==> src/rcm_consts.svh <==
/*
 * Timing counts, field positions and reset values for the reference clock mode block.
 * Assumes inclusion by bare name from the package and the design module.
 */
`ifndef RCM_CONSTS_SVH
`define RCM_CONSTS_SVH

`define RCM_CLK_MHZ          100
`define RCM_MULT_MSB         7
`define RCM_MULT_LSB         3
`define RCM_GATE_BIT         4
`define RCM_COMP_PD_BIT      6
`define RCM_XOUT_BIT         9
`define RCM_MULT_MIN         5'h04
`define RCM_MULT_MAX         5'h14
`define RCM_MULT_RESET       5'h00
`define RCM_LOCK_TIME_US     1000
`define RCM_LOCK_CYCLES      (`RCM_LOCK_TIME_US * `RCM_CLK_MHZ)

`endif

==> src/rcm_pkg.sv <==
/*
 * Types shared by the reference clock mode block.
 * Assumes rcm_consts.svh is on the include path.
 */
`include "rcm_consts.svh"

package rcm_pkg;

    typedef enum logic [2:0] {
        RCM_MODE_OSC_PLL,
        RCM_MODE_OSC_BYPASS,
        RCM_MODE_EXT_PLL,
        RCM_MODE_EXT_BYPASS,
        RCM_MODE_GATED
    } rcm_mode_t;

    typedef struct packed {
        logic       osc_enable;
        logic       osc_out_enable;
        logic       pll_enable;
        logic       pll_bypass;
        logic       sysclk_enable;
        logic       comp_power_down;
        logic [4:0] mult;
    } rcm_ctrl_t;

endpackage

==> src/rcm_ref_clock_ctrl.sv <==
/*
 * Reference clock mode and multiplier loop control: decodes the oscillator-select pin,
 * the clock-gate bit and the multiplier field into analog enables and a mode code.
 * Assumes the control words arrive as plain ports from a serial port block on clk,
 * and that the oscillator-select pin is asynchronous to clk.
 */
// Operation
// Multiplier is control word two bits 7:3
// Values 4 to 20 multiply reference
// Software keeps multiplied clock below 400 MHz
// Software waits 1 ms after multiplier change
// Out-of-range values bypass and power loop down
// Six modes from pin, gate, multiplier (the code decodes five)
// Select pin high runs buffered crystal oscillator
// Gate bit stops system clock always
// Gating leaves crystal oscillator running
// Word two bit 9 enables oscillator output
// Select pin low disables oscillator and buffer
// Multiplier independent of gate bit
// Multiplier resets to zero, bypassed (pll_bypass is low in reset, set one clock after)
`include "rcm_consts.svh"

module rcm_ref_clock_ctrl (
    // Clock and reset
    input  wire logic              clk,
    input  wire logic              reset,
    // Control words
    input  wire logic [31:0]       control_word_one,
    input  wire logic [23:0]       control_word_two,
    // Pin
    input  wire logic              oscillator_select_pin,
    // Analog enables
    output rcm_pkg::rcm_ctrl_t     ctrl,
    // Status
    output rcm_pkg::rcm_mode_t     mode,
    output logic                   pll_settled
);

    function automatic logic mult_in_range(input logic [4:0] m);
        mult_in_range = (m >= `RCM_MULT_MIN) && (m <= `RCM_MULT_MAX);
    endfunction

    logic              sel_meta;
    logic              sel_sync;
    logic [4:0]        mult;
    logic [16:0]       lock_count;
    logic              gate;
    logic              xout_bit;
    logic              comp_pd;

    // Two-stage synchroniser on the oscillator-select pin.
    always_ff @(posedge clk or posedge reset) begin
        if (reset) begin
            sel_meta <= 1'b0;
            sel_sync <= 1'b0;
        end else begin
            sel_meta <= oscillator_select_pin;
            sel_sync <= sel_meta;
        end
    end

    // Control bits are captured locally so the outputs see registered, reset-defined values.
    always_ff @(posedge clk or posedge reset) begin
        if (reset) begin
            mult     <= `RCM_MULT_RESET;
            gate     <= 1'b0;
            xout_bit <= 1'b0;
            comp_pd  <= 1'b0;
        end else begin
            mult     <= control_word_two[`RCM_MULT_MSB:`RCM_MULT_LSB];
            gate     <= control_word_one[`RCM_GATE_BIT];
            xout_bit <= control_word_two[`RCM_XOUT_BIT];
            comp_pd  <= control_word_one[`RCM_COMP_PD_BIT];
        end
    end

    // Enables are derived from the registered controls; one cycle of latency is harmless
    // next to the loop settling time.
    always_ff @(posedge clk or posedge reset) begin
        if (reset) begin
            ctrl <= '0;
        end else begin
            ctrl.mult            <= mult;
            ctrl.pll_enable      <= mult_in_range(mult);
            ctrl.pll_bypass      <= !mult_in_range(mult);
            ctrl.osc_enable      <= sel_sync;
            ctrl.osc_out_enable  <= sel_sync && xout_bit;
            ctrl.sysclk_enable   <= !gate;
            ctrl.comp_power_down <= comp_pd;
        end
    end

    always_ff @(posedge clk or posedge reset) begin
        if (reset) begin
            mode <= rcm_pkg::RCM_MODE_GATED;
        end else begin
            case ({gate, sel_sync, mult_in_range(mult)})
                3'b011:  mode <= rcm_pkg::RCM_MODE_OSC_PLL;
                3'b010:  mode <= rcm_pkg::RCM_MODE_OSC_BYPASS;
                3'b001:  mode <= rcm_pkg::RCM_MODE_EXT_PLL;
                3'b000:  mode <= rcm_pkg::RCM_MODE_EXT_BYPASS;
                default: mode <= rcm_pkg::RCM_MODE_GATED;
            endcase
        end
    end

    // Settling timer restarts on every multiplier change so software can poll it.
    always_ff @(posedge clk or posedge reset) begin
        if (reset) begin
            lock_count  <= '0;
            pll_settled <= 1'b0;
        end else if (ctrl.mult != mult || !mult_in_range(mult)) begin
            lock_count  <= '0;
            pll_settled <= 1'b0;
        end else if (lock_count == 17'(`RCM_LOCK_CYCLES - 1)) begin
            pll_settled <= 1'b1;
        end else begin
            lock_count  <= lock_count + 17'h00001;
        end
    end

    property p_bypass;
        @(posedge clk) disable iff (reset)
        !mult_in_range(mult) |=> ctrl.pll_bypass && !ctrl.pll_enable;
    endproperty
    a_bypass: assert property (p_bypass) else $error("bypass not set");

    property p_mult;
        @(posedge clk) disable iff (reset)
        mult_in_range(mult) |=> ctrl.pll_enable && ctrl.mult == $past(mult);
    endproperty
    a_mult: assert property (p_mult) else $error("multiplier not enabled");

    property p_field;
        @(posedge clk) disable iff (reset)
        1'b1 |=> mult == $past(control_word_two[7:3]);
    endproperty
    a_field: assert property (p_field) else $error("multiplier field wrong");

    property p_gate;
        @(posedge clk) disable iff (reset)
        gate |=> !ctrl.sysclk_enable && mode == rcm_pkg::RCM_MODE_GATED;
    endproperty
    a_gate: assert property (p_gate) else $error("gate ignored");

    property p_osc_runs;
        @(posedge clk) disable iff (reset)
        gate && sel_sync |=> ctrl.osc_enable;
    endproperty
    a_osc_runs: assert property (p_osc_runs) else $error("oscillator stopped by gate");

    property p_sel_low;
        @(posedge clk) disable iff (reset)
        !sel_sync |=> !ctrl.osc_enable && !ctrl.osc_out_enable;
    endproperty
    a_sel_low: assert property (p_sel_low) else $error("oscillator on with pin low");

    property p_xout;
        @(posedge clk) disable iff (reset)
        sel_sync && xout_bit |=> ctrl.osc_out_enable;
    endproperty
    a_xout: assert property (p_xout) else $error("output buffer off");

    property p_indep;
        @(posedge clk) disable iff (reset)
        $changed(gate) && $stable(mult) |=> $stable(ctrl.pll_enable);
    endproperty
    a_indep: assert property (p_indep) else $error("gate moved loop");

    property p_osc;
        @(posedge clk) disable iff (reset)
        $rose(sel_sync) |=> ctrl.osc_enable;
    endproperty
    a_osc: assert property (p_osc) else $error("oscillator not started");

    property p_reset_mult;
        @(posedge clk) $fell(reset) |-> mult == 5'h00;
    endproperty
    a_reset_mult: assert property (p_reset_mult) else $error("multiplier not reset");

    property p_sysclk_on;
        @(posedge clk) disable iff (reset)
        !gate |=> ctrl.sysclk_enable;
    endproperty
    a_sysclk_on: assert property (p_sysclk_on) else $error("system clock stopped without gate");

    property p_xout_off;
        @(posedge clk) disable iff (reset)
        !xout_bit |=> !ctrl.osc_out_enable;
    endproperty
    a_xout_off: assert property (p_xout_off) else $error("output buffer on with bit clear");

    // Each ungated mode is checked on its own so that a swapped case arm shows up.
    property p_mode_osc_pll;
        @(posedge clk) disable iff (reset)
        !gate && sel_sync && mult_in_range(mult) |=> mode == rcm_pkg::RCM_MODE_OSC_PLL;
    endproperty
    a_mode_osc_pll: assert property (p_mode_osc_pll) else $error("mode not oscillator with loop");

    property p_mode_osc_byp;
        @(posedge clk) disable iff (reset)
        !gate && sel_sync && !mult_in_range(mult) |=> mode == rcm_pkg::RCM_MODE_OSC_BYPASS;
    endproperty
    a_mode_osc_byp: assert property (p_mode_osc_byp) else $error("mode not oscillator bypassed");

    property p_mode_ext_pll;
        @(posedge clk) disable iff (reset)
        !gate && !sel_sync && mult_in_range(mult) |=> mode == rcm_pkg::RCM_MODE_EXT_PLL;
    endproperty
    a_mode_ext_pll: assert property (p_mode_ext_pll) else $error("mode not external with loop");

    property p_mode_ext_byp;
        @(posedge clk) disable iff (reset)
        !gate && !sel_sync && !mult_in_range(mult) |=> mode == rcm_pkg::RCM_MODE_EXT_BYPASS;
    endproperty
    a_mode_ext_byp: assert property (p_mode_ext_byp) else $error("mode not external bypassed");

    property p_settle_restart;
        @(posedge clk) disable iff (reset)
        $changed(mult) |=> !pll_settled && lock_count == '0;
    endproperty
    a_settle_restart: assert property (p_settle_restart) else $error("settling timer not restarted");

    c_osc_pll: cover property (@(posedge clk) mode == rcm_pkg::RCM_MODE_OSC_PLL);
    c_osc_byp: cover property (@(posedge clk) mode == rcm_pkg::RCM_MODE_OSC_BYPASS);
    c_ext_byp: cover property (@(posedge clk) mode == rcm_pkg::RCM_MODE_EXT_BYPASS);
    c_gated:   cover property (@(posedge clk) mode == rcm_pkg::RCM_MODE_GATED);
    c_settled: cover property (@(posedge clk) $rose(pll_settled));

endmodule

==> config.mk <==
export PLATFORM = sky130hd
export DESIGN_NAME = rcm_ref_clock_ctrl
export DESIGN_NICKNAME = d
export VERILOG_FILES = /design/src/rcm_pkg.sv /design/src/rcm_ref_clock_ctrl.sv
export VERILOG_INCLUDE_DIRS = /design/src
export SDC_FILE = /design/constraint.sdc
export NUM_CORES = 1
export LEC_CHECK = 0
export BUFFER_PORTS_ARGS = -buffer_cell sky130_fd_sc_hd__buf_2
export CORE_AREA = 8 8 77 79
export CTS_CLUSTER_DIAMETER = 120
export DETAILED_ROUTE_END_ITERATION = 8
export DIE_AREA = 0 0 85 87
export GPL_ROUTABILITY_DRIVEN = 1
export PLACE_DENSITY = 0.69
export SKIP_LAST_GASP = 1
export SYNTH_ARGS = -nofsm -noshare
export SYNTH_HDL_FRONTEND = slang
export SYNTH_SLANG_ARGS = --single-unit
export TNS_END_PERCENT = 1
==> constraint.sdc <==
create_clock -name clk -period 2.3 [get_ports clk]
set_input_delay 0.115 -clock clk [delete_from_list [all_inputs] [get_ports clk]]
set_output_delay 0.115 -clock clk [all_outputs]
set_load 0.1 [all_outputs]
==> flow_metrics.env, run 1 <==
export IMPL_status="finished clean"
export IMPL_cp_arrival_ns=2.09
export IMPL_die_w_um=85
export IMPL_critPathCaptureType="register"
export IMPL_drc=0
export IMPL_ys_seq_area_share_pct=64.0
export IMPL_synth_cell_types=30
export IMPL_rsz0062_at_grt="false"
export IMPL_cts_path_max_buffers=2
export IMPL_worst_slack_ns=0.410
export IMPL_period_minus_slack_ns=1.89
export IMPL_finClkSkew_ns=0.00483
export IMPL_nets=240
export IMPL_timing_critical_path_fanout_max=18
export IMPL_viasPerCell=4.72
export IMPL_power_w=0.00152
export IMPL_clkSinkCount=42
export IMPL_layout_common_cells="dfrtp_1 (41), buf_2 (25), nor2_1 (22)"
export IMPL_cts_htree_levels=2
export IMPL_finalSetupViolCount=0
export IMPL_numCtsBuffers=5
export IMPL_clk_latency_ns=0.29
export IMPL_wl_per_cell_um=12.3
export IMPL_placed_cell_area_mm2=0.00185
export IMPL_grt_pass1_wl_mm=5.21
export IMPL_powerDensity_mw_per_mm2=738
export IMPL_drive_above_1_share_pct=23.8
export IMPL_die_area_mm2=0.00740
export IMPL_grt_pass1_vias=1099
export IMPL_period_share_pct=82.2
export IMPL_hold_path_class="register to register"
export IMPL_ctsResizeCount=0
export IMPL_core_area_mm2=0.00485
export IMPL_ant_nets=0
export IMPL_crit_type="register to register"
export IMPL_setup_tns_ns=0
export IMPL_final_max_slew_viol_count=0
export IMPL_cp_required_ns=2.50
export IMPL_clockRootBuffer="clkbuf_8"
export IMPL_start_util_pct=33.9
export IMPL_place_ws_ns=0.391
export IMPL_worstMarginPinSlew_ns=0.509
export IMPL_post_dp_hpwl_mm=2.00
export IMPL_syn_mean_instance_area_um2=11.9
export IMPL_drt_total_wl_mm=2.92
export IMPL_netlist_area_mm2=0.00165
export IMPL_hold_violations=0
export IMPL_syn2layout_area_growth_pct=25.0
export IMPL_dr_total_vias=1119
export IMPL_clkSlewWorstSetupHoldPaths_ns=0.08
export IMPL_rows=26
export IMPL_final_area_mm2=0.00206
export IMPL_grtUsageTotal_pct=9.11
export IMPL_fmax_mhz=529
export IMPL_cp_start_kind="register"
export IMPL_grt_max_degree=43
export IMPL_place_congestion=0.767
export IMPL_n_antenna_cell=0
export IMPL_syn_inst=138
export IMPL_relSlewSlack_pct=66.1
export IMPL_overflow=0
export IMPL_synth_seq_cells=42
export IMPL_dr_first_iter_drc_count=36
export IMPL_ys_warn_count=0
export IMPL_synth_net_count=198
export IMPL_cap_violations=0
export IMPL_drtPass1Iterations=4
export IMPL_p_leak_nw=0.868
export IMPL_io_buffers=25
export IMPL_cts_tree="yes"
export IMPL_whs_ns=0.352
export IMPL_vdd_drop_max_v=0.000334
export IMPL_layout_commonest_cell="dfrtp_1"
export IMPL_die_h_um=87
export IMPL_antenna_found_initial=0
export IMPL_num_io_pins=74
[path summary, 6_finish.rpt]
kind / start / endpoint / slack [ns] / cells past startpoint
max in group asynchronous: reset / mode[2]$_DFF_PP1_ / 1.44 / 4
min in group asynchronous: reset / lock_count[5]$_DFFE_PP0P_ / 0.48 / 4
worst min register to register: sel_meta$_DFF_PP0_ / sel_sync$_DFF_PP0_ / 0.35 / 0
worst max register to register: mult[3]$_DFF_PP0_ / lock_count[3]$_DFFE_PP0P_ / 0.41 / 4
worst min-delay path: sel_meta$_DFF_PP0_ / sel_sync$_DFF_PP0_ / 0.35 / 0
worst max-delay path: mult[3]$_DFF_PP0_ / lock_count[3]$_DFFE_PP0P_ / 0.41 / 4
[area by class of cell]
class	instances	area (µm²)
fill	453	2790
sequential	42	1050
multi-input combinational	88	562
timing repair buffer	37	240
clock buffer	6	72.6
tap	56	70.1
clock inverter	2	37.5
inverter	6	22.5
[report_power, final]
group          leakage [nW]  internal [W]  switching, W  total, W
Clock                0.0514      0.000324      0.000244  0.000568
Combinational         0.283     0.0000364      0.000140  0.000176
Sequential            0.534      0.000762     0.0000123  0.000774
[what timing repair did]
| item | CTS | global route |
|---|---|---|
| endpoints found under the hold margin | 50 | 0 |
| setup buffers | 0 | 0 |
| hold buffers | 10 | 0 |
[Yosys cell counts]
master	count	area share (%)
a31o_2	1	0.53
ha_1	1	0.76
nor2_2	1	0.38
nand2_1	6	1.4
nor4_4	1	1.3
clkbuf_1	1	0.23
or4_1	1	0.46
or4_4	1	0.68
nand4_2	2	1.5
a21oi_2	1	0.53
and3_1	1	0.38
dfstp_2	1	1.6
o21a_1	1	0.46
xor2_1	4	2.1
or3_1	3	1.1
mux2i_1	1	0.61
buf_2	1	0.30
o21ai_0	2	0.61
nand4_1	4	1.5
nor3_1	7	2.1
nand3_1	5	1.5
dfrtp_1	41	62
inv_1	6	1.4
and2_1	1	0.38
nand4b_1	1	0.53
nand4bb_2	1	0.99
xnor2_1	12	6.4
nor2_1	22	5.0
a21oi_1	3	0.91
nor4_1	5	1.9
[worst max-delay path, cell delays in order, from the launching register on]
cell,delay [ns]
dfrtp_1,0.43
or3_1,0.40
a21oi_2,0.23
nand4_2,0.43
nor3_1,0.31
[state kept, by name (all words and copies together) (netlist names)]
register	cells
lock_count	17
xout_bit	1
gate	1
pll_settled	1
mult	5
ctrl	11
comp_pd	1
sel_sync	1
mode	3
sel_meta	1
[per-layer routing]
layer | routed length (µm) | part of all wire, % | track usage [%] | up-vias
met5 | 0 | 0 | 0 | -
met1 | 1250 | 43 | 9.98 | 543
met4 | 82 | 2.8 | 6.63 | 0
li1 | - | - | - | 553
met2 | 1480 | 51 | 14.6 | 16
met3 | 111 | 3.8 | 2.92 | 7
[logic make-up after synthesis]
family | count (synthesis) | share of synthesized area, %
AO/OA/AOI/OAI | 8 | 3.04
AND/OR/NAND/NOR | 62 | 21.2
adder cells (fa/ha/maj) | 1 | 0.760
multiplexers | 1 | 0.608
flip-flops | 42 | 64.0
XOR/XNOR | 16 | 8.52
buffers and inverters | 8 | 1.90
[per-stage QoR]
| step | utilization [%] | cells |
|---|---|---|
| final | 42.4 | 237 |
| after global routing | 42.4 | 237 |
| after CTS | 42.4 | 237 |
| after detailed placement | 38.1 | 219 |
| after global placement | 38.1 | 219 |
| after floorplan | - | 138 |
(Power assumes the default switching activity.)
==> run 2: changes to the inputs <==
ABC_AREA = 1   (was unset)
CORE_AREA = 8 8 80 82   (was 8 8 77 79)
DIE_AREA = 0 0 88 90   (was 0 0 85 87)
PLACE_DENSITY = 0.67   (was 0.69)
clock period = 1.9 ns   (was 2.3 ns; I/O delays follow)
==> run 2 against run 1 <==
  * Clock skew down 0.0015 ns
  * Critical path type unchanged
  * Count of clock-buffer cells in the layout down 1
  * Critical path depth up 3
  * Setup slack better by 0.029 ns
  * Via count up 20%
  * Flip-flop and latch count unchanged
  * Cell area up 7.2%
  * Worst hold slack worse by 0.00097 ns
  * Non-clock buffer count down 1
==> flow_metrics.env, run 2 <==
export IMPL_synth_edf_count=0
export IMPL_ys_flop_type="dfrtp_1"
export IMPL_worst_path_buf_inv=1
export IMPL_slowest_delay_ns=0.41
export IMPL_synthMuxAreaShare_pct=0
export IMPL_clkSinkCount=42
export IMPL_synthArstFlopShare_pct=100
export IMPL_yosysMostFrequentCell="dfrtp_1"
export IMPL_top_register="lock_count"
export IMPL_vdd_drop_max_v=0.000580
export IMPL_drc=0
export IMPL_cp_arrival_ns=1.70
export IMPL_finalSetupViolCount=0
export IMPL_clkSlewWorstSetupHoldPaths_ns=0.08
export IMPL_viasPerCell=4.39
export IMPL_placed_cell_area_mm2=0.00199
export IMPL_layout_common_cells="dfrtp_1 (41), nand2_1 (38), nor2_1 (29)"
export IMPL_final_max_slew_viol_count=0
export IMPL_drive_above_1_share_pct=18.5
export IMPL_wl_per_cell_um=11.1
export IMPL_critPathCaptureType="register"
export IMPL_worstMarginPinSlew_ns=0.508
export IMPL_grt_pass1_wl_mm=6.08
export IMPL_fmax_mhz=684
export IMPL_synth_top_area_cell="dfrtp_1"
export IMPL_period_share_pct=76.9
export IMPL_cts_tree="yes"
export IMPL_syn_mean_instance_area_um2=9.32
export IMPL_synthTopCellsByCount="dfrtp_1 (41), nand2_1 (38), nor2_1 (29)"
export IMPL_ant_nets=0
export IMPL_antenna_found_initial=0
export IMPL_crit_cells=7
export IMPL_drt_total_wl_mm=3.37
export IMPL_core_area_mm2=0.00524
export IMPL_synth_net_count=251
export IMPL_cap_violations=0
export IMPL_synthAdderAreaFrac_pct=0.703
export IMPL_synth_xor_area_share_pct=5.91
export IMPL_synth_top_family_by_area="simple AND/OR/NAND/NOR gates"
export IMPL_clockRootBuffer="clkbuf_8"
export IMPL_slowest_stage="dfrtp_1"
export IMPL_rsz0062_at_grt="false"
export IMPL_drtPass1Iterations=4
export IMPL_dr_total_vias=1338
export IMPL_post_dp_hpwl_mm=2.42
export IMPL_p_leak_nw=1.04
export IMPL_synth_area_leaders="dfrtp_1 (58%), nand2_1 (8.0%), nor2_1 (6.1%), inv_1 (5.5%), nand3_1 (3.9%)"
export IMPL_hold_path_class="register to register"
export IMPL_grt_pass1_vias=1353
export IMPL_io_buffers=25
export IMPL_num_io_pins=74
export IMPL_start_util_pct=34.0
export IMPL_n_antenna_cell=0
export IMPL_syn2layout_area_growth_pct=23.9
export IMPL_synth_simple_area_share_pct=25.2
export IMPL_ctsHoldBuffers=10
export IMPL_period_minus_slack_ns=1.46
export IMPL_powerDensity_mw_per_mm2=848
export IMPL_min_path_cells=0
export IMPL_numCtsBuffers=5
export IMPL_status="finished clean"
export IMPL_syn_inst=191
export IMPL_nets=292
export IMPL_rows=27
export IMPL_postCtsSetupBuffers=0
export IMPL_grtUsageTotal_pct=9.54
export IMPL_ctsResizeCount=0
export IMPL_largest_reg_flops=17
export IMPL_r2r_cells=7
export IMPL_path_delay_family="simple AND/OR/NAND/NOR gates"
export IMPL_dp_cells=287
export IMPL_synth_compound_area_share_pct=2.46
export IMPL_grt_max_degree=43
export IMPL_cts_path_max_buffers=2
export IMPL_final_area_mm2=0.00220
export IMPL_ys_seq_area_share_pct=59.1
export IMPL_cp_required_ns=2.13
export IMPL_die_w_um=88
export IMPL_place_congestion=0.841
export IMPL_cts_htree_levels=2
export IMPL_timing_critical_path_fanout_max=6
export IMPL_layout_commonest_cell="dfrtp_1"
export IMPL_hold_violations=0
export IMPL_fillers=503
export IMPL_ys_warn_count=0
export IMPL_netlist_area_mm2=0.00178
export IMPL_die_area_mm2=0.00792
export IMPL_clk_latency_ns=0.30
export IMPL_relSlewSlack_pct=66.1
export IMPL_crit_type="register to register"
export IMPL_cp_start_kind="register"
export IMPL_crit_chain="ha_1 > nand4_1 > nor2_4 > inv_1 > o21ai_0 > nand2_1 > nor2_1"
export IMPL_synth_top_area_share_pct=57.7
export IMPL_overflow=0
export IMPL_dr_first_iter_drc_count=136
export IMPL_die_h_um=90
export IMPL_setup_tns_ns=0
export IMPL_finClkSkew_ns=0.00335
export IMPL_synth_cell_types=21
export IMPL_largestRegisters="lock_count: 17 flops, ctrl: 11 flops, mult: 5 flops"
export IMPL_synth_seq_cells=42
export IMPL_fin_cells=305
[run 2: report_power, final]
group	total (W)	internal (W)	leakage [nW]	switching, W
Sequential	0.000937	0.000922	0.534	0.0000151
Clock	0.000715	0.000400	0.0563	0.000315
Combinational	0.000218	0.0000445	0.447	0.000173
[run 2: metal layers]
metal / wire (µm) / global-route usage (%) / vias up
li1: - / - / 676
met1: 1460 / 11.5 / 628
met2: 1670 / 14.7 / 29
met3: 198 / 3.73 / 5
met4: 40 / 3.87 / 0
met5: 0 / 0 / -
[run 2: layout make-up]
class                           count  area (µm²)  area share [%]
Clock inverter                      3        48.8            2.21
Inverter                           27         101            4.60
Timing Repair Buffer               36         233            10.6
Sequential cell                    42        1050            47.7
Multi-Input combinational cell    120         611            27.7
Clock buffer                        5        68.8            3.12
Tap cell                           72        90.1            4.09
[run 2: path summary, 6_finish.rpt]
| path | startpoint | to | slack (ns) |
|---|---|---|---|
| max reg2reg | lock_count[0]$_DFFE_PP0P_ | lock_count[10]$_DFFE_PP0P_ | 0.44 |
| min in group asynchronous | reset | ctrl[5]$_DFF_PP0_ | 0.46 |
| min reg2reg | sel_meta$_DFF_PP0_ | sel_sync$_DFF_PP0_ | 0.35 |
| min | sel_meta$_DFF_PP0_ | sel_sync$_DFF_PP0_ | 0.35 |
| max | lock_count[0]$_DFFE_PP0P_ | lock_count[10]$_DFFE_PP0P_ | 0.44 |
| max in group asynchronous | reset | mode[2]$_DFF_PP1_ | 1.08 |
[run 2: worst register-to-register path, cell delays in order, from the launching register on]
cell	delay, ns
dfrtp_1	0.41
ha_1	0.23
nand4_1	0.21
nor2_4	0.21
inv_1	0.05
o21ai_0	0.14
nand2_1	0.07
nor2_1	0.08
[run 2: logic make-up after synthesis]
logic type,Yosys count
AOI/OAI and AO/OA,8
xor gates and xnor gates,12
adders and majority gates,1
buffers and inverters,29
DFF,42
and+or+nand+nor,99
[run 2: metrics by stage]
step                hold WS [ns]  utilization, %  worst slack (ns)  total power, W
finish                     0.351            42.1             0.438         0.00187
global route               0.358            42.1             0.271         0.00196
CTS                        0.356            42.1             0.442         0.00190
detailed placement         0.204            37.9             0.460         0.00116
global placement           0.202            37.9             0.488         0.00116
floorplan                  0.126               -            0.0857         0.00112
==> run 3: changes to the inputs <==
ABC_AREA = 0   (was 1)
CORE_AREA = 8 8 77 79   (was 8 8 80 82)
DIE_AREA = 0 0 85 87   (was 0 0 88 90)
PLACE_DENSITY = 0.69   (was 0.67)
clock period = 1.4 ns   (was 1.9 ns; I/O delays follow)
==> run 3 against run 2 <==
  * The flow now finishes with violations (negative setup slack)
  * Critical path depth fell by 2
  * Non-clock buffer count rose by 30
  * Final cell count fell by 13%
  * Count of clock-buffer cells in the layout did not move
  * Setup slack got worse by 0.68 ns
  * Power rose by 26%
  * Routed wire length fell by 2.3%
  * Combinational power rose by 42%
  * Cell area rose by 3.7%
  * Largest cell class unchanged
  * Largest power group unchanged
==> flow_metrics.env, run 3 (synthesis results as in run 1) <==
export IMPL_status="finished with violations"
export IMPL_violations="negative setup slack"
export IMPL_hold_violations=0
export IMPL_timing_critical_path_fanout_max=4
export IMPL_placed_cell_area_mm2=0.00210
export IMPL_final_area_mm2=0.00229
export IMPL_num_io_pins=74
export IMPL_vdd_drop_max_v=0.000597
export IMPL_cts_htree_levels=2
export IMPL_worstMarginPinSlew_ns=0.495
export IMPL_grt_max_degree=43
export IMPL_nets=269
export IMPL_finalSetupViolCount=18
export IMPL_dr_first_iter_drc_count=92
export IMPL_top_register="lock_count"
export IMPL_period_share_pct=117
export IMPL_grtUsageTotal_pct=10.1
export IMPL_cts_tree="yes"
export IMPL_dr_total_vias=1220
export IMPL_layout_commonest_cell="dfrtp_1"
export IMPL_clkSinkCount=42
export IMPL_fmax_mhz=609
export IMPL_critPathCaptureType="register"
export IMPL_grt_pass1_vias=1295
export IMPL_clkSlewWorstSetupHoldPaths_ns=0.08
export IMPL_fillers=431
export IMPL_drc=0
export IMPL_ant_nets=0
export IMPL_rsz0062_at_grt="true"
export IMPL_setup_tns_ns=-2.40
export IMPL_place_ws_ns=-0.228
export IMPL_ctsResizeCount=0
export IMPL_cts_path_max_buffers=2
export IMPL_powerDensity_mw_per_mm2=1030
export IMPL_postLayoutCoreUtil_pct=47.2
export IMPL_clk_latency_ns=0.30
export IMPL_antenna_found_initial=0
export IMPL_post_dp_hpwl_mm=2.43
export IMPL_power_w=0.00236
export IMPL_final_max_slew_viol_count=0
export IMPL_die_area_mm2=0.00740
export IMPL_cp_start_kind="register"
export IMPL_place_congestion=0.790
export IMPL_viasPerCell=4.59
export IMPL_finClkSkew_ns=0.00398
export IMPL_largest_reg_flops=17
export IMPL_syn2layout_area_growth_pct=39.0
export IMPL_wl_per_cell_um=12.4
export IMPL_cp_required_ns=1.62
export IMPL_die_w_um=85
export IMPL_period_minus_slack_ns=1.64
export IMPL_io_buffers=25
export IMPL_crit_type="register to register"
export IMPL_clockRootBuffer="clkbuf_8"
export IMPL_cap_violations=0
export IMPL_layout_common_cells="dfrtp_1 (36), buf_4 (30), buf_2 (25)"
export IMPL_p_leak_nw=1.01
export IMPL_rows=26
export IMPL_overflow=0
export IMPL_worst_slack_ns=-0.242
export IMPL_die_h_um=87
export IMPL_core_area_mm2=0.00485
export IMPL_drive_above_1_share_pct=37.6
export IMPL_grt_pass1_wl_mm=5.90
export IMPL_largestRegisters="lock_count: 17 flops, ctrl: 11 flops, mult: 5 flops"
export IMPL_start_util_pct=33.9
export IMPL_cp_arrival_ns=1.86
export IMPL_drt_total_wl_mm=3.30
export IMPL_numCtsBuffers=5
export IMPL_relSlewSlack_pct=67.2
export IMPL_drtPass1Iterations=4
export IMPL_n_antenna_cell=0
export IMPL_hold_path_class="register to register"
==> run 3: changes by cell type in the layout (fill, tap and decap cells not counted), moves of 5 or more <==
cell and delta:
nor4_1 +5, dfrtp_1 -5, nand2_1 -32, nand3_1 -9, inv_1 -20, xnor2_1 +8
buf_4 +29, nor2_1 -7
==> run 3: final timing paths <==
kind                       depth (start not counted)                        from                        end  slack (ns)
setup / recovery                                   5  lock_count[14]$_DFFE_PP0P_  lock_count[2]$_DFFE_PP0P_       -0.24
max in group asynchronous                          4                       reset          mode[2]$_DFF_PP1_        0.77
hold / removal                                     0           comp_pd$_DFF_PP0_          ctrl[5]$_DFF_PP0_        0.35
min in group asynchronous                          4                       reset         ctrl[10]$_DFF_PP0_        0.37
hold reg to reg                                    0           comp_pd$_DFF_PP0_          ctrl[5]$_DFF_PP0_        0.35
setup reg to reg                                   5  lock_count[14]$_DFFE_PP0P_  lock_count[2]$_DFFE_PP0P_       -0.24
==> run 3: through the flow <==
step | hold WS, ns | std cells
floorplan | 0.101 | 138
global placement | 0.146 | 248
detailed placement | 0.145 | 248
CTS | 0.355 | 266
global route | 0.361 | 266
finish | 0.348 | 266
==> run 3: layer usage <==
layer	part of all wire [%]	track usage, %	up-vias
li1	-	-	614
met1	44	11.1	583
met2	50	17.3	16
met3	2.8	2.17	7
met4	2.9	6.80	0
met5	0	0	-
==> run 3: where the power goes <==
group | switching, W | internal [W]
clock network | 0.000428 | 0.000350
logic | 0.000236 | 0.0000733
registers | 0.0000194 | 0.00125
total | 0.000683 | 0.00168
==> run 3: timing repair <==
item,in CTS,in global routing
hold buffers,10,0
setup endpoints to repair,18,18
setup buffers,0,0
hold endpoints to repair,50,0
cloned,0,0
==> run 3: cell type report <==
type | instances | area (µm²) | share of cell area [%]
sequential | 42 | 1060 | 46.4
multi-input combinational | 88 | 573 | 25.1
timing repair buffer | 66 | 470 | 20.6
tap | 56 | 70.1 | 3.06
clock buffer | 5 | 68.8 | 3.01
inverter | 6 | 22.5 | 0.985
clock inverter | 3 | 21.3 | 0.930
==> run 3: critical path, stage by stage (launching register included) <==
cell     delay, ns
dfrtp_1       0.38
or4_4         0.55
nor4_4        0.27
buf_4         0.19
nor2_1        0.04
nor3_1        0.12
